[config.mk]
export PLATFORM = sky130hd
export DESIGN_NAME = tcp_timer
export DESIGN_NICKNAME = d
export VERILOG_FILES = /design/src/design/tcp_pkg.sv /design/src/design/tcp_sync.sv /design/src/design/tcp_prescale.sv /design/src/design/tcp_timer.sv
export SDC_FILE = /design/constraint.sdc
export NUM_CORES = 1
export LEC_CHECK = 0
export ABC_AREA = 1
export BUFFER_PORTS_ARGS = -buffer_cell sky130_fd_sc_hd__buf_2
export CELL_PAD_IN_SITES_DETAIL_PLACEMENT = 0
export CELL_PAD_IN_SITES_GLOBAL_PLACEMENT = 2
export CORE_MARGIN = 1.5
export CORE_UTILIZATION = 30
export CTS_CLUSTER_SIZE = 28
export DETAILED_ROUTE_END_ITERATION = 6
export HOLD_SLACK_MARGIN = 0.15
export PLACE_DENSITY_LB_ADDON = 0.05
export SLEW_MARGIN = 0
export SYNTH_ARGS = -nofsm -noshare
export SYNTH_HDL_FRONTEND = slang
export SYNTH_SLANG_ARGS = --single-unit
[constraint.sdc]
create_clock -name aclk -period 3 [get_ports aclk]
set_clock_uncertainty 0.1 [all_clocks]
set_input_delay 0.3 -clock aclk [delete_from_list [all_inputs] [get_ports aclk]]
set_output_delay 0.3 -clock aclk [all_outputs]
set_load 0.01 [all_outputs]
[src/design/tcp_pkg.sv]
// constants, register map and shared types of the timer/counter with prescaler
package tcp_pkg;
   localparam int ADDR_W = 12;
   localparam int DATA_W = 32;
   localparam int REG_W = 8;

   // register indices; byte address is four times the index
   localparam logic [9:0] IDX_TMR = 10'h001;
   localparam logic [9:0] IDX_IRQCTL = 10'h00B;
   localparam logic [9:0] IDX_IRQCTL_ALT = 10'h08B;
   localparam logic [9:0] IDX_OPTION = 10'h081;
   localparam logic [9:0] IDX_CTRL = 10'h020;

   // interrupt_control bit positions
   localparam int BIT_GLOBAL_EN = 7;
   localparam int BIT_PERIPH_EN = 6;
   localparam int BIT_OVF_EN = 5;
   localparam int BIT_PIN_EN = 4;
   localparam int BIT_PORT_EN = 3;
   localparam int BIT_OVF_FLAG = 2;
   localparam int BIT_PIN_FLAG = 1;
   localparam int BIT_PORT_FLAG = 0;

   // control register bit positions
   localparam int CTRL_HALT = 0;
   localparam int CTRL_WDCLR = 1;

   localparam logic [7:0] IRQCTL_RST = 8'h00;
   localparam logic [7:0] OPTION_RST = 8'h00;
   localparam logic [7:0] TMR_RST = 8'h00;
   localparam logic [7:0] TMR_MAX = 8'hFF;
   localparam logic [1:0] WRITE_INHIBIT = 2'h2;
   localparam logic [1:0] RESP_OKAY = 2'h0;
   localparam logic [1:0] RESP_SLVERR = 2'h2;

   typedef enum {SEL_NONE, SEL_TMR, SEL_IRQCTL, SEL_OPTION, SEL_CTRL} tcp_sel_t;

   typedef struct packed {
      logic [1:0] spare;
      logic clock_source;
      logic edge_select;
      logic assignment;
      logic [2:0] ratio;
   } tcp_option_t;
endpackage : tcp_pkg

[src/design/tcp_sync.sv]
// three-stage synchroniser with agreement filter and edge pulses
`timescale 1ns/1ps
`default_nettype none
module tcp_sync (
   input wire logic aclk,
   input wire logic aresetn,
   input wire logic pin,
   output logic rise,
   output logic fall
);
   typedef struct packed {
      logic s1;
      logic s2;
      logic s3;
      logic level;
   } tcp_sync_state_t;

   tcp_sync_state_t q;
   tcp_sync_state_t next_q;

   always_comb begin
      next_q = q;
      next_q.s1 = pin;
      next_q.s2 = q.s1;
      next_q.s3 = q.s2;
      // a change counts only once stages two and three agree
      if (q.s2 == q.s3) begin
         next_q.level = q.s3;
      end
   end

   assign rise = (q.s2 == q.s3) && q.s3 && !q.level;
   assign fall = (q.s2 == q.s3) && !q.s3 && q.level;

   always_ff @(posedge aclk) begin
      if (!aresetn) begin
         q <= '0;
      end else begin
         q <= next_q;
      end
   end
endmodule : tcp_sync
`default_nettype wire

[src/design/tcp_prescale.sv]
// shared 8-bit prescaler / postscaler counter
`timescale 1ns/1ps
`default_nettype none
module tcp_prescale #(
   parameter int W = 8
) (
   input wire logic aclk,
   input wire logic aresetn,
   input wire logic evt,
   input wire logic clr,
   input wire logic [2:0] ratio,
   output logic tick
);
   typedef struct packed {
      logic [W-1:0] cnt;
   } tcp_presc_state_t;

   tcp_presc_state_t q;
   tcp_presc_state_t next_q;

   // ratio n divides by two to the n plus one
   function automatic logic [W-1:0] ratio_mask(input logic [2:0] n);
      logic [W:0] m;
      // shift amount widened so ratio 7 reaches 1:256 instead of wrapping
      m = ({{W{1'b0}}, 1'b1} << ({1'b0, n} + 4'h1)) - {{W{1'b0}}, 1'b1};
      return m[W-1:0];
   endfunction : ratio_mask

   // terminal count per ratio
   assign tick = evt && !clr && ((q.cnt & ratio_mask(ratio)) == ratio_mask(ratio));

   always_comb begin
      next_q = q;
      // clear beats any event
      if (clr) begin
         next_q.cnt = '0;
      end else if (evt) begin
         next_q.cnt = q.cnt + {{(W-1){1'b0}}, 1'b1};
      end
   end

   always_ff @(posedge aclk) begin
      if (!aresetn) begin
         q <= '0;
      end else begin
         q <= next_q;
      end
   end

   property p_clear_zero;
      @(posedge aclk) disable iff (!aresetn)
      clr |=> (q.cnt == '0);
   endproperty
   a_clear_zero: assert property (p_clear_zero) else $error("prescaler not cleared");
endmodule : tcp_prescale
`default_nettype wire

[src/design/tcp_timer.sv]
// timer/counter with shared prescaler and overflow interrupt, AXI4-Lite slave
// Summary of operation
// clock source bit clear: count advances every cycle without prescaler
// after a count write, two cycles pass with no increment
// clock source bit set: count advances on chosen external pin edge
// edge select clear picks rising, set picks falling edge
// assignment bit clear gives prescaler to timer, set to watchdog
// prescaler counter has no software read or write access
// timer prescale ratios 1:2 to 1:256 in powers of two
// prescaler is one 8-bit counter, pre for timer, post for watchdog
// only one user of prescaler; the other runs undivided
// writing the count clears prescaler while timer owns it
// watchdog clear command clears prescaler while watchdog owns it
// rollover from FF to 00 sets overflow flag
// overflow interrupt masked while its enable is clear
// software clears overflow flag; hardware never does
// timer stops during halt, so it cannot wake the core
// flags set regardless of local or global enables
// global enable bit 7 gates every interrupt
// interrupt control reachable at both bank addresses, one storage
// ratio field n divides by two to the n plus one
// external pin synchronised before it advances the count
// request raised only when flag, local and global enables set
`timescale 1ns/1ps
`default_nettype none
module tcp_timer
   import tcp_pkg::*;
(
   input wire logic aclk,
   input wire logic aresetn,
   input wire logic [ADDR_W-1:0] s_axi_awaddr,
   input wire logic s_axi_awvalid,
   output logic s_axi_awready,
   input wire logic [DATA_W-1:0] s_axi_wdata,
   input wire logic [3:0] s_axi_wstrb,
   input wire logic s_axi_wvalid,
   output logic s_axi_wready,
   output logic [1:0] s_axi_bresp,
   output logic s_axi_bvalid,
   input wire logic s_axi_bready,
   input wire logic [ADDR_W-1:0] s_axi_araddr,
   input wire logic s_axi_arvalid,
   output logic s_axi_arready,
   output logic [DATA_W-1:0] s_axi_rdata,
   output logic [1:0] s_axi_rresp,
   output logic s_axi_rvalid,
   input wire logic s_axi_rready,
   input wire logic external_count_clock_pin,
   input wire logic watchdog_tick_in,
   output logic watchdog_tick_out,
   output logic irq_request
);
   typedef struct packed {
      logic [REG_W-1:0] tmr;
      logic [1:0] inhibit;
      logic [REG_W-1:0] irqctl;
      tcp_option_t option;
      logic halt;
      logic irq;
      logic wdog_out;
      logic aw_hold;
      logic [ADDR_W-1:0] aw_addr;
      logic w_hold;
      logic [REG_W-1:0] w_data;
      logic w_strb0;
      logic awready;
      logic wready;
      logic bvalid;
      logic [1:0] bresp;
      logic arready;
      logic rvalid;
      logic [DATA_W-1:0] rdata;
      logic [1:0] rresp;
   } tcp_state_t;

   tcp_state_t q;
   tcp_state_t next_q;

   // both bank indices select the same storage
   function automatic tcp_sel_t decode(input logic [ADDR_W-1:0] a);
      tcp_sel_t s;
      s = SEL_NONE;
      if (a[1:0] == 2'h0) begin
         if (a[11:2] == IDX_TMR) begin
            s = SEL_TMR;
         end else if (a[11:2] == IDX_IRQCTL || a[11:2] == IDX_IRQCTL_ALT) begin
            s = SEL_IRQCTL;
         end else if (a[11:2] == IDX_OPTION) begin
            s = SEL_OPTION;
         end else if (a[11:2] == IDX_CTRL) begin
            s = SEL_CTRL;
         end
      end
      return s;
   endfunction : decode

   logic ext_rise;
   logic ext_fall;
   logic presc_tick;
   logic presc_evt;
   logic presc_clr;
   tcp_sel_t wsel;
   tcp_sel_t rsel;
   logic commit;
   logic tmr_wr;
   logic irqctl_wr;
   logic wd_clear;
   logic ext_evt;
   logic src_evt;
   logic gated_evt;
   logic inc;
   logic [REG_W-1:0] rval;

   // pin passes the three-stage filter first
   tcp_sync u_sync (
      .aclk(aclk),
      .aresetn(aresetn),
      .pin(external_count_clock_pin),
      .rise(ext_rise),
      .fall(ext_fall)
   );

   // one counter serves both users
   tcp_prescale #(.W(REG_W)) u_presc (
      .aclk(aclk),
      .aresetn(aresetn),
      .evt(presc_evt),
      .clr(presc_clr),
      .ratio(q.option.ratio),
      .tick(presc_tick)
   );

   assign wsel = decode(q.aw_addr);
   assign rsel = decode(s_axi_araddr);
   assign commit = q.aw_hold && q.w_hold && !q.bvalid && q.w_strb0;
   assign tmr_wr = commit && (wsel == SEL_TMR);
   assign irqctl_wr = commit && (wsel == SEL_IRQCTL);
   assign wd_clear = commit && (wsel == SEL_CTRL) && q.w_data[CTRL_WDCLR];

   // edge choice
   assign ext_evt = q.option.edge_select ? ext_fall : ext_rise;
   // internal source ticks every instruction cycle
   assign src_evt = q.option.clock_source ? ext_evt : 1'b1;
   // halt and post-write window freeze counting
   assign gated_evt = src_evt && !q.halt && (q.inhibit == 2'h0) && !tmr_wr;
   // steer the prescaler to one user only
   assign presc_evt = q.option.assignment ? watchdog_tick_in : gated_evt;
   // clear source follows the owner
   assign presc_clr = q.option.assignment ? wd_clear : tmr_wr;
   // divided count when timer owns prescaler
   assign inc = q.option.assignment ? gated_evt : (presc_tick && !tmr_wr);

   // prescaler count is never readable
   always_comb begin
      rval = '0;
      unique case (rsel)
         SEL_TMR: rval = q.tmr;
         SEL_IRQCTL: rval = q.irqctl;
         SEL_OPTION: rval = q.option;
         SEL_CTRL: rval = {{(REG_W-1){1'b0}}, q.halt};
         SEL_NONE: rval = '0;
      endcase
   end

   always_comb begin
      next_q = q;
      // read channel
      if (q.rvalid && s_axi_rready) begin
         next_q.rvalid = 1'b0;
      end
      if (q.arready && s_axi_arvalid) begin
         next_q.rvalid = 1'b1;
         next_q.rdata = {{(DATA_W-REG_W){1'b0}}, rval};
         next_q.rresp = (rsel == SEL_NONE) ? RESP_SLVERR : RESP_OKAY;
      end
      // write channel; address and data taken in either order
      if (q.bvalid && s_axi_bready) begin
         next_q.bvalid = 1'b0;
      end
      if (q.awready && s_axi_awvalid) begin
         next_q.aw_hold = 1'b1;
         next_q.aw_addr = s_axi_awaddr;
      end
      if (q.wready && s_axi_wvalid) begin
         next_q.w_hold = 1'b1;
         next_q.w_data = s_axi_wdata[REG_W-1:0];
         next_q.w_strb0 = s_axi_wstrb[0];
      end
      if (q.aw_hold && q.w_hold && !q.bvalid) begin
         next_q.aw_hold = 1'b0;
         next_q.w_hold = 1'b0;
         next_q.bvalid = 1'b1;
         next_q.bresp = (wsel == SEL_NONE) ? RESP_SLVERR : RESP_OKAY;
         if (q.w_strb0 && wsel == SEL_OPTION) begin
            next_q.option = q.w_data;
         end
         if (q.w_strb0 && wsel == SEL_CTRL) begin
            next_q.halt = q.w_data[CTRL_HALT];
         end
      end
      next_q.awready = !next_q.aw_hold && !next_q.bvalid;
      next_q.wready = !next_q.w_hold && !next_q.bvalid;
      next_q.arready = !next_q.rvalid;

      // count register
      if (q.inhibit != 2'h0) begin
         next_q.inhibit = q.inhibit - 2'h1;
      end
      // write loads value and opens a two-cycle hold-off
      if (tmr_wr) begin
         next_q.tmr = q.w_data;
         next_q.inhibit = WRITE_INHIBIT;
      end else if (inc) begin
         next_q.tmr = q.tmr + 8'h01;
      end

      // flag only cleared by a software write
      if (irqctl_wr) begin
         next_q.irqctl = q.w_data;
      end
      // rollover sets flag, set wins over clear
      if (inc && q.tmr == TMR_MAX) begin
         next_q.irqctl[BIT_OVF_FLAG] = 1'b1;
      end
      // request needs flag and both enables
      next_q.irq = q.irqctl[BIT_GLOBAL_EN] && q.irqctl[BIT_OVF_EN] && q.irqctl[BIT_OVF_FLAG];
      // watchdog gets raw tick unless it owns the prescaler
      next_q.wdog_out = q.option.assignment ? presc_tick : watchdog_tick_in;
   end

   always_ff @(posedge aclk) begin
      if (!aresetn) begin
         q <= '0;
         q.tmr <= TMR_RST;
         q.irqctl <= IRQCTL_RST;
         q.option <= OPTION_RST;
      end else begin
         q <= next_q;
      end
   end

   assign s_axi_awready = q.awready;
   assign s_axi_wready = q.wready;
   assign s_axi_bvalid = q.bvalid;
   assign s_axi_bresp = q.bresp;
   assign s_axi_arready = q.arready;
   assign s_axi_rvalid = q.rvalid;
   assign s_axi_rdata = q.rdata;
   assign s_axi_rresp = q.rresp;
   assign irq_request = q.irq;
   assign watchdog_tick_out = q.wdog_out;

   property p_write_holdoff;
      @(posedge aclk) disable iff (!aresetn)
      tmr_wr ##1 (!tmr_wr)[*2] |-> ##1 (q.tmr == $past(q.tmr, 2));
   endproperty
   a_write_holdoff: assert property (p_write_holdoff) else $error("count moved in hold-off");

   property p_timer_mode;
      @(posedge aclk) disable iff (!aresetn)
      (!q.option.clock_source && q.option.assignment && !q.halt && q.inhibit == 2'h0 && !tmr_wr)
         |=> (q.tmr == $past(q.tmr) + 8'h01);
   endproperty
   a_timer_mode: assert property (p_timer_mode) else $error("timer did not advance");

   property p_overflow_flag;
      @(posedge aclk) disable iff (!aresetn)
      (inc && q.tmr == TMR_MAX) |=> (q.irqctl[BIT_OVF_FLAG] && q.tmr == 8'h00);
   endproperty
   a_overflow_flag: assert property (p_overflow_flag) else $error("overflow flag not set");

   property p_halt_stops;
      @(posedge aclk) disable iff (!aresetn)
      (q.halt && !tmr_wr) |=> $stable(q.tmr);
   endproperty
   a_halt_stops: assert property (p_halt_stops) else $error("count moved in halt");

   property p_local_mask;
      @(posedge aclk) disable iff (!aresetn)
      !q.irqctl[BIT_OVF_EN] |=> !irq_request;
   endproperty
   a_local_mask: assert property (p_local_mask) else $error("masked request raised");

   property p_global_mask;
      @(posedge aclk) disable iff (!aresetn)
      !q.irqctl[BIT_GLOBAL_EN] |=> !irq_request;
   endproperty
   a_global_mask: assert property (p_global_mask) else $error("request past global disable");

   property p_request;
      @(posedge aclk) disable iff (!aresetn)
      (q.irqctl[BIT_GLOBAL_EN] && q.irqctl[BIT_OVF_EN] && q.irqctl[BIT_OVF_FLAG]) |=> irq_request;
   endproperty
   a_request: assert property (p_request) else $error("request missing");

   property p_wdog_raw;
      @(posedge aclk) disable iff (!aresetn)
      (!q.option.assignment && watchdog_tick_in) |=> watchdog_tick_out;
   endproperty
   a_wdog_raw: assert property (p_wdog_raw) else $error("watchdog tick lost");

   property p_counter_mode;
      @(posedge aclk) disable iff (!aresetn)
      (q.option.clock_source && q.option.assignment && !ext_evt) |=> $stable(q.tmr) || $past(tmr_wr);
   endproperty
   a_counter_mode: assert property (p_counter_mode) else $error("counted without edge");
endmodule : tcp_timer
`default_nettype wire

# Word level (Yosys, flattened, before mapping)
# Index checks and enable logic that the tools add are counted.
# W data, S select, Z words.
[totals] mem_count=0 out_inout_bits=43 register_bits=81 ramBits=0 mem_bits_ro=0 latch_bits=0 in_bits=69
[op_classes] muxes=33 shift=1 magnitude_cmp=0 reduce_logical=55 div=0 n_bitwise=2 eq_ne=21 mul=0 n_addsub=5
[ops] operator="$eq A32 B2 Y1 const B" count=3
[ops] operator="$eq A32 B3 Y1 const B" count=3
[ops] operator="$logic_not A32 Y1" count=3
[ops] operator="$eq A10 B8 Y1 const B" count=4
[ops] operator="$pmux W8 S5" count=1
[ops] operator="$mux W3" count=12
[ops] operator="$mux W35" count=1
[ops] operator="$eq A32 B1 Y1 const B" count=1
[ops] operator="$eq A32 B4 Y1 const B" count=1
[ops] operator="$logic_and A1 B1 Y1" count=29
[ops] operator="$eq A10 B1 Y1 const B" count=2
[ops] operator="$eq A10 B4 Y1 const B" count=2
[ops] operator="$eq A10 B6 Y1 const B" count=2
[ops] operator="$add A8 B1 Y8 const B" count=2
[ops] operator="$mux W8" count=2
[ops] operator="$mux W13" count=1
[ops] operator="$mux W1" count=11
[ops] operator="$logic_not A1 Y1" count=10
[ops] operator="$mux W10" count=1
[ops] operator="$and A8 B8 Y8" count=1
[ops] operator="$eq A8 B8 Y1" count=1
[ops] operator="$eq A8 B8 Y1 const B" count=1
[ops] operator="$mux W2" count=4
[ops] operator="$reduce_bool A2 Y1" count=4
[ops] operator="10 further kinds" count=15

# Longest topological paths before layout
# Gate-level depths: netlist (run 1).
[logic_depth] ltp_word=17 mapped_depth=13

# Cells and area by module
# A second synthesis (run 1) with hierarchy kept.
[unflattened] cells_unflattened=620 hier_area_um2=4200.3
[by_module_without_submodules] mod="tcp_timer" cells_each=507 area_per_inst_um2=3463.3 seq_area_each_um2=1341.3 instances=1
[by_module_without_submodules] mod="tcp_prescale" cells_each=90 area_per_inst_um2=565.5 seq_area_each_um2=160.2 instances=1
[by_module_without_submodules] mod="tcp_sync" cells_each=23 area_per_inst_um2=171.4 seq_area_each_um2=80.1 instances=1

# Worst setup path before layout (run 1)
# Ideal clock, no wire load.
[synth_timing] path_type="reg-to-reg" start="register q[67] (netlist bit)" end="register q[85] (netlist bit)" period_less_slack_ps=1779 stages_incl_launch_ff=12 t_arrival_ps=1608 slack_ps=1221 cell_sequence="dfxtp_1 > nor2_1 > nand2_1 > ha_1 > o21ai_0 > a21oi_1 > nand3_1 > nor2_2 > nand3_4 > nand3_4 > nand2_1 > a21oi_1"
[synth_between] elab_chain_len=9
[synth_rtl] element="start: declaration" line_no="tcp_timer.sv:76" rtl="tcp_state_t q;"
[synth_rtl] element="start signal: assignment" line_no="tcp_timer.sv:238" rtl="q <= next_q;"
[synth_rtl] element="$add A3 B1 Y4 (*)" line_no="tcp_prescale.sv:25" rtl="m = ({{W{1'b0}}, 1'b1} << ({1'b0, n} + 4'h1)) - {{W{1'b0}}, 1'b1};"
[synth_rtl] element="$shl A1 B4 Y8 (*)" line_no="tcp_prescale.sv:25"
[synth_rtl] element="$sub A8 B1 Y8 (*)" line_no="tcp_prescale.sv:25"
[synth_rtl] element="$and A8 B8 Y8" line_no="tcp_prescale.sv:30" rtl="assign tick = evt && !clr && ((q.cnt & ratio_mask(ratio)) == ratio_mask(ratio));"
[synth_rtl] element="$eq A8 B8 Y1 (*)" line_no="tcp_prescale.sv:30"
[synth_rtl] element="$logic_and A1 B1 Y1 (*)" line_no="tcp_prescale.sv:30"
[synth_rtl] element="$logic_and A1 B1 Y1 (*)" line_no="tcp_timer.sv:151" rtl="assign inc = q.option.assignment ? gated_evt : (presc_tick && !tmr_wr);"
[synth_rtl] element="$mux W1 (*)" line_no="tcp_timer.sv:151"
[synth_rtl] element="$reduce_bool A2 Y1 (no source line) (*)"
# Every way passes the cells marked *; elsewhere a longest branch is shown, timed or not.
# A chain may end at the register's enable or synchronous reset.

# Worst setup path in the final report (run 1)
[layout_timing] start="register q[67] (netlist bit)" end="register q[88] (netlist bit)"
# Same word-level chain as after synthesis.

==> flow_summary_export.csv, run 1 <==
group,metric,value,unit
timing,max_freq,468,MHz
hold_path,holdCritStartpoint,"s_axi_awaddr[5]",
worst_setup_path,r2r-end,"q[88]$_SDFFE_PN0P_",
synthesis,synth_warnings,0,
synthesis,synth_compound_area_share,15.9,%
worst_setup_path,start_kind,"flop",
place,portBuffers,58,
die,core,0.0133,mm^2
clocking,clkTransAtPathRegs,0.06,ns
synthesis,yosysTopAreaCell,"dfxtp_1",
synthesis,synth.area.top_cells,"dfxtp_1, nand2_1, a21oi_1",
place,place_inst,785,
worst_setup_path,r2r_start,"q[67]$_SDFFE_PN0P_",
hold_path,min_to,"q[56]$_SDFFE_PN0P_",
worst_setup_path,cp_max_fo,10,
detailed_routing,viasPerCell,4.59,
power_and_ir_drop,p_per_area,513,mW/mm^2
die,io_pins,112,
synthesis,synth-simple-area-share,28.8,%
clocking,clockRootBuffer,"clkbuf_16",
worst_setup_path,critPathKind,"flop to flop",
worst_setup_path,cp_data_arrival_time,2.31,ns
clocking,clk_latency,0.34,ns
clocking,cts_max_path_buffers,2,
detailed_routing,antenna_left,0,
place,dp_hpwl,7.84,mm
die,die_y,120,um
final_layout,layout.nets,708,
synthesis,synth.mux.area_fraction,0,%
synthesis,synth_ff_type,"dfxtp_1",
detailed_routing,drc,0,
synthesis,synth_top_family_by_area,"simple AND/OR/NAND/NOR gates",
detailed_routing,drtIter0Drc,156,
worst_setup_path,r2r_cells,11,
die,initial_utilization,31.0,%
synthesis,ys_seq_area_share,38.2,%
synthesis,syn-cell-area,0.00414,mm^2
final_layout,antenna_cells,0,
worst_setup_path,end_kind,"flop",
timing,finalSetupViolCount,0,
synthesis,synthAdderAreaFrac,1.51,%
timing,tightest_slew,0.601,ns
timing,tns,0,ns
clocking,cts-buffers-inserted,9,
final_layout,fin_cells,814,
synthesis,synth_cells,574,
hold_path,hp-class,"input port to flop",
grt,grt_max_degree,28,
synthesis,ys_ff_latch,79,
die,rows,42,
grt,antenna_found_initial,0,
power_and_ir_drop,ir_worst_vdd,0.283,mV
grt,track_usage,15.5,%
synthesis,synth_edf_count,0,
detailed_routing,finalWirelength,10.7,mm
place,place_congestion,0.787,
timing,period_minus_slack,2.14,ns
synthesis,synth.avg_cell_area,7.21,um^2
final_layout,final_layout_size_suffix_gt1_share,16.5,%
run,maxCapViolations,0,
clocking,cts.sinks,79,
detailed_routing,wire_per_inst,13.1,um
hold_path,holdPathStages,3,
timing,hold-worst-slack,0.159,ns
run_status,status,"complete, no violations",
synthesis,synthDistinctLibCells,35,
final_layout,multi_input_area,0.00206,mm^2
timing,rsz0062_at_grt,"false",
clocking,htreeDepth,3,
worst_setup_path,critPathRequiredTime,3.17,ns
grt,grt_pass1_vias,3484,
timing,post-route-period-util,71.3,%
die,die_area,0.0145,mm^2
power_and_ir_drop,leakage,0.00213,uW
grt,grt_first_pass_wirelength,17.5,mm
timing,relSlewSlack,59.8,%
final_layout,area_growth_syn_to_layout,17.3,%
final_layout,regArea,0.00158,mm^2
worst_setup_path,rrSetupSlack,0.86,ns
synthesis,async_reset_ff_share,0,%
timing,finalHoldViolCount,0,
grt,grt.overflow.total,0,
detailed_routing,drtPass1Iterations,4,
synthesis,synth-xor-area-share,1.27,%
clocking,ctsResizeCount,0,
timing,slew_violations,0,
synthesis,yosys.area.top_type_share,38.2,%
die,die_w,120,um
final_layout,nFillCells,1452,
clocking,cts_tree,"yes",
detailed_routing,via_count,3736,
## synth_stat cells, types with 2 or more instances
| library cell | number |
|---|---|
| nor2_1 | 51 |
| nand2_1 | 87 |
| nor3_1 | 10 |
| clkbuf_1 | 9 |
| dfxtp_1 | 79 |
| nand3_4 | 2 |
| buf_2 | 3 |
| nand4_1 | 21 |
| xor2_1 | 4 |
| inv_2 | 5 |
| ha_1 | 5 |
| nor4_1 | 2 |
| inv_1 | 57 |
| nand3b_1 | 2 |
| o21ai_2 | 2 |
| buf_4 | 37 |
| conb_1 | 2 |
| nand3_1 | 47 |
| nor2_2 | 8 |
| buf_6 | 2 |
| a21oi_1 | 63 |
| o21ai_1 | 5 |
| nand3_2 | 3 |
| o21ai_0 | 46 |
| nor2_4 | 5 |
| o211ai_1 | 6 |
| nand2_4 | 2 |
| xnor2_1 | 2 |
## sequential cells by signal, indices dropped and copies added, names as in the netlist
name / flops
s_axi_awready: 1
s_axi_arready: 1
u_sync.next_q: 2
q: 50
u_presc.q: 8
s_axi_rdata: 8
irq_request: 1
s_axi_wready: 1
s_axi_rvalid: 1
s_axi_bvalid: 1
s_axi_rresp: 1
s_axi_bresp: 1
u_sync.q: 2
watchdog_tick_out: 1
## logic make-up after synthesis
| family | after synthesis |
|---|---|
| AO/OA/AOI/OAI | 125 |
| XOR/XNOR | 6 |
| adder cells (fa/ha/maj) | 5 |
| buffers and inverters | 114 |
| flip-flops | 79 |
| other | 2 |
| AND/OR/NAND/NOR | 243 |
## worst max path at each step
| stage | cells past startpoint | to | slack, ns | start |
|---|---|---|---|---|
| after floorplan | 11 | q[85]$_SDFFE_PN0P_ | 1.22 | q[67]$_SDFFE_PN0P_ |
| after global placement | 7 | s_axi_rdata[1]$_SDFFE_PN0P_ | 0.83 | s_axi_araddr[1] |
| after detailed placement | 8 | s_axi_rdata[2]$_SDFFE_PN0P_ | 0.81 | s_axi_araddr[1] |
| after CTS | 11 | q[88]$_SDFFE_PN0P_ | 0.83 | q[67]$_SDFFE_PN0P_ |
| after global routing | 11 | q[91]$_SDFFE_PN0P_ | 0.61 | q[67]$_SDFFE_PN0P_ |
| final | 11 | q[88]$_SDFFE_PN0P_ | 0.86 | q[67]$_SDFFE_PN0P_ |
## metrics by stage
step | utilization, % | total power (uW) | setup WS, ns | area [um^2]
global placement | 33.1 | 1380 | 0.825 | 4420
finish | 36.4 | 2490 | 0.862 | 4850
detailed placement | 33.1 | 1380 | 0.811 | 4420
floorplan | - | 1320 | 1.22 | 4230
global route | 36.4 | 2610 | 0.609 | 4850
CTS | 36.4 | 2540 | 0.826 | 4850
## worst max-delay path, cell delays in order (launching register included)
cell and delay (ns):
dfxtp_1 0.36, nor2_1 0.21, nand2_1 0.08, ha_1 0.27
o21ai_0 0.07, a21oi_1 0.13, nand3_1 0.11, nor2_2 0.18
nand3_4 0.19, nand3_4 0.16, nand2_1 0.08, a21oi_1 0.12
## area by class of cell
cell class	count	share of cell area, %
Timing Repair Buffer	75	9.33
Tap cell	176	4.54
Clock buffer	12	5.28
Inverter	63	4.87
Clock inverter	3	0.876
Sequential cell	79	32.6
Multi-Input combinational cell	406	42.5
## timing repair
action                                 4_1_cts  5_1_grt
setup endpoints to repair                    0        0
hold buffers                                14        0
endpoints found under the hold margin       14        0
setup buffers                                0        0
## where the power goes
part           internal (uW)  switching [uW]  leakage [uW]
Combinational           89.0             163       0.00134
Sequential              1090            26.0      0.000643
Clock                    685             440      0.000145
Total                   1860             629       0.00213
## layout by cell type, fill, tap and decap left out, types with 14 or more instances in the layout
cell           Yosys  routed
buf_2              3      58
dlygate4sd3_1      0      14
nand3_1           47      47
nand2_1           87      87
inv_1             57      57
a21oi_1           63      63
nand4_1           21      21
dfxtp_1           79      79
o21ai_0           46      46
nor2_1            51      51
conb_1             2      27
## routing by layer
| layer | global-route usage [%] | part of all wire (%) | routed length [um] | vias up |
|---|---|---|---|---|
| met5 | 0 | 0 | 0 | - |
| met4 | 7.43 | 1.7 | 183 | 0 |
| met3 | 2.69 | 3.5 | 370 | 14 |
| met2 | 23.7 | 44 | 4730 | 87 |
| met1 | 21.0 | 50 | 5380 | 1666 |
| li1 | - | - | - | 1969 |
Note: power is estimated with default switching activity, not from simulation.
==> run 2, diff against run 1 <==
--- a/config.mk
+++ b/config.mk
@@ -10,7 +10,7 @@
 export CELL_PAD_IN_SITES_DETAIL_PLACEMENT = 0
 export CELL_PAD_IN_SITES_GLOBAL_PLACEMENT = 2
 export CORE_MARGIN = 1.5
-export CORE_UTILIZATION = 30
+export CORE_UTILIZATION = 29
 export CTS_CLUSTER_SIZE = 28
 export DETAILED_ROUTE_END_ITERATION = 6
 export HOLD_SLACK_MARGIN = 0.15
==> constraint.sdc (replaced) <==
create_clock -name aclk -period 2 [get_ports aclk]
set_clock_uncertainty 0.1 [all_clocks]
set_input_delay 0.2 -clock aclk [delete_from_list [all_inputs] [get_ports aclk]]
set_output_delay 0.2 -clock aclk [all_outputs]
set_load 0.01 [all_outputs]
==> run 2 against run 1 <==
Design area rose by 9.0%. Final cell count rose by 5.5%. Sequential share of layout area fell by 2.7 points. Die area rose by 3.4%. Highest routed layer unchanged.
==> flow_summary_export.csv, run 2 (synthesis results as in run 1) <==
group,metric,value,unit
timing,finalHoldViolCount,0,
worst_setup_path,cp_data_arrival_time,2.12,ns
final_layout,antenna_cells,0,
die,die_w,122,um
place,place_inst,812,
die,core,0.0139,mm^2
worst_setup_path,cp_cell_sequence,"nor2_2, nand2_1, ha_1, o21ai_1, a21oi_1, nand3_1, nor2_4, nand3_4, nand3_4, nand2_1, a21oi_2",
timing,finalSetupViolCount,0,
final_layout,nFillCells,1523,
die,io_pins,112,
grt,grt_first_pass_wirelength,17.6,mm
final_layout,largest_register_ffs,50,
worst_setup_path,critPathMaxStageDelay,0.32,ns
die,initial_utilization,29.8,%
worst_setup_path,start_kind,"flop",
die,die_y,122,um
clocking,clk_latency,0.34,ns
run_status,status,"complete, no violations",
power_and_ir_drop,ir_worst_vdd,0.377,mV
worst_setup_path,critPathRequiredTime,2.16,ns
detailed_routing,met3WireLength,413,um
power_and_ir_drop,p_per_area,719,mW/mm^2
die,die_area,0.0150,mm^2
place,dp_hpwl,8.06,mm
final_layout,final_common_cell,"nand2_1",
detailed_routing,met1_length,5.31,mm
grt,track_usage,15.4,%
hold_path,hp-class,"input port to flop",
timing,fin_ws,0.0371,ns
worst_setup_path,critPathBufInv,0,
clocking,clockRootBuffer,"clkbuf_16",
place,place_ws,0.0198,ns
detailed_routing,drc,0,
final_layout,layout.nets,748,
final_layout,area_growth_syn_to_layout,27.9,%
worst_setup_path,cp_max_fo,8,
clocking,clkTransAtPathRegs,0.06,ns
detailed_routing,antenna_left,0,
run,maxCapViolations,0,
clocking,htreeDepth,3,
clocking,cts-buffers-inserted,9,
clocking,cts_tree,"yes",
detailed_routing,dr.max_layer_used,"met4",
timing,slew_violations,0,
clocking,cts_max_path_buffers,2,
worst_setup_path,path_delay_family,"simple AND/OR/NAND/NOR gates",
worst_setup_path,cpMaxStageDelayCell,"dfxtp_2",
detailed_routing,finalWirelength,11.0,mm
detailed_routing,viasPerCell,4.58,
detailed_routing,wl_met2,5.14,mm
grt,grt_pass1_vias,3626,
place,portBuffers,58,
detailed_routing,drtIter0Drc,158,
final_layout,fin_cells,859,
final_layout,postLayoutCoreUtil,38.1,%
final_layout,layout_common_cells,"nand2_1, dfxtp_1, a21oi_1, buf_2, inv_1",
detailed_routing,wire_per_inst,12.9,um
timing,post-route-period-util,98.1,%
final_layout,final_layout_size_suffix_gt1_share,22.1,%
detailed_routing,via_count,3934,
worst_setup_path,end_kind,"flop",
grt,grt_max_degree,46,
timing,max_freq,509,MHz
timing,tightest_slew,0.619,ns
place,place_congestion,0.806,
timing,period_minus_slack,1.96,ns
grt,antenna_found_initial,0,
timing,relSlewSlack,58.5,%
worst_setup_path,critPathKind,"flop to flop",
final_layout,regMostFlops,"q",
grt,grt.overflow.total,0,
die,rows,43,
timing,rsz0062_at_grt,"true",
clocking,cts.sinks,79,
power_and_ir_drop,leakage,0.00233,uW
detailed_routing,drtPass1Iterations,4,
run 2: cell types whose count changed in the layout (fill, tap and decap cells not counted), moves of 3 or more:
cell	previous run	this run
a21oi_1	63	58
a21oi_2	1	6
buf_12	0	3
buf_4	3	28
dlygate4sd3_1	14	25
nand2_1	87	82
nand2_2	1	6
run 2: report_power, final:
part           internal (uW)  switching (uW)  leakage, uW
combinational            165             259      0.00154
sequential              1630            39.8     0.000644
clock                   1040             669     0.000145
run 2: what timing repair did:
action | in CTS | in global routing
buffers inserted | 0 | 6
hold endpoints to repair | 26 | 0
setup endpoints to repair | 0 | 18
hold buffers | 25 | 0
gates resized for setup | 0 | 20
run 2: layout make-up:
cell class	count	area, um^2	share of cell area, %
clock buffers	12	256	4.85
clock inverters	4	53.8	1.02
inverters	63	236	4.47
multi-input cells	406	2120	40.0
flip-flops and latches	79	1580	29.9
well taps	180	225	4.26
repair buffers	115	822	15.5
run 2: per-stage QoR:
stage / hold slack (ns) / area (um^2) / setup TNS, ns / total power, uW
2_1_floorplan: 0.198 / 4230 / 0 / 1980
3_3_place_gp: 0.282 / 4610 / 0 / 2080
3_5_place_dp: 0.292 / 4610 / 0 / 2080
4_1_cts: 0.241 / 5170 / 0 / 3860
5_1_grt: 0.268 / 5290 / -1.34 / 4000
6_report: 0.220 / 5290 / 0 / 3800
run 2: metal layers:
metal / global-route usage (%) / vias up
li1: - / 2047
met4: 7.05 / 0
met2: 25.6 / 88
met3: 2.70 / 10
met1: 19.5 / 1789
met5: 0 / -
run 2: final timing paths:
kind	start	end	slack (ns)	cells after the start
min	s_axi_arvalid	s_axi_rdata[1]$_SDFFE_PN0P_	0.22	4
min reg2reg	u_sync.next_q[2]$_SDFF_PN0_	u_sync.next_q[1]$_SDFF_PN0_	0.32	2
max reg2reg	q[68]$_SDFFE_PN0P_	q[86]$_SDFFE_PN0P_	0.04	11
max	q[68]$_SDFFE_PN0P_	q[86]$_SDFFE_PN0P_	0.04	11
run 2: worst reg2reg max path: stages, from the launching register on:
cell,delay [ns]
dfxtp_2,0.32
nor2_2,0.11
nand2_1,0.06
ha_1,0.27
o21ai_1,0.06
a21oi_1,0.12
nand3_1,0.12
nor2_4,0.17
nand3_4,0.16
nand3_4,0.20
nand2_1,0.09
a21oi_2,0.11
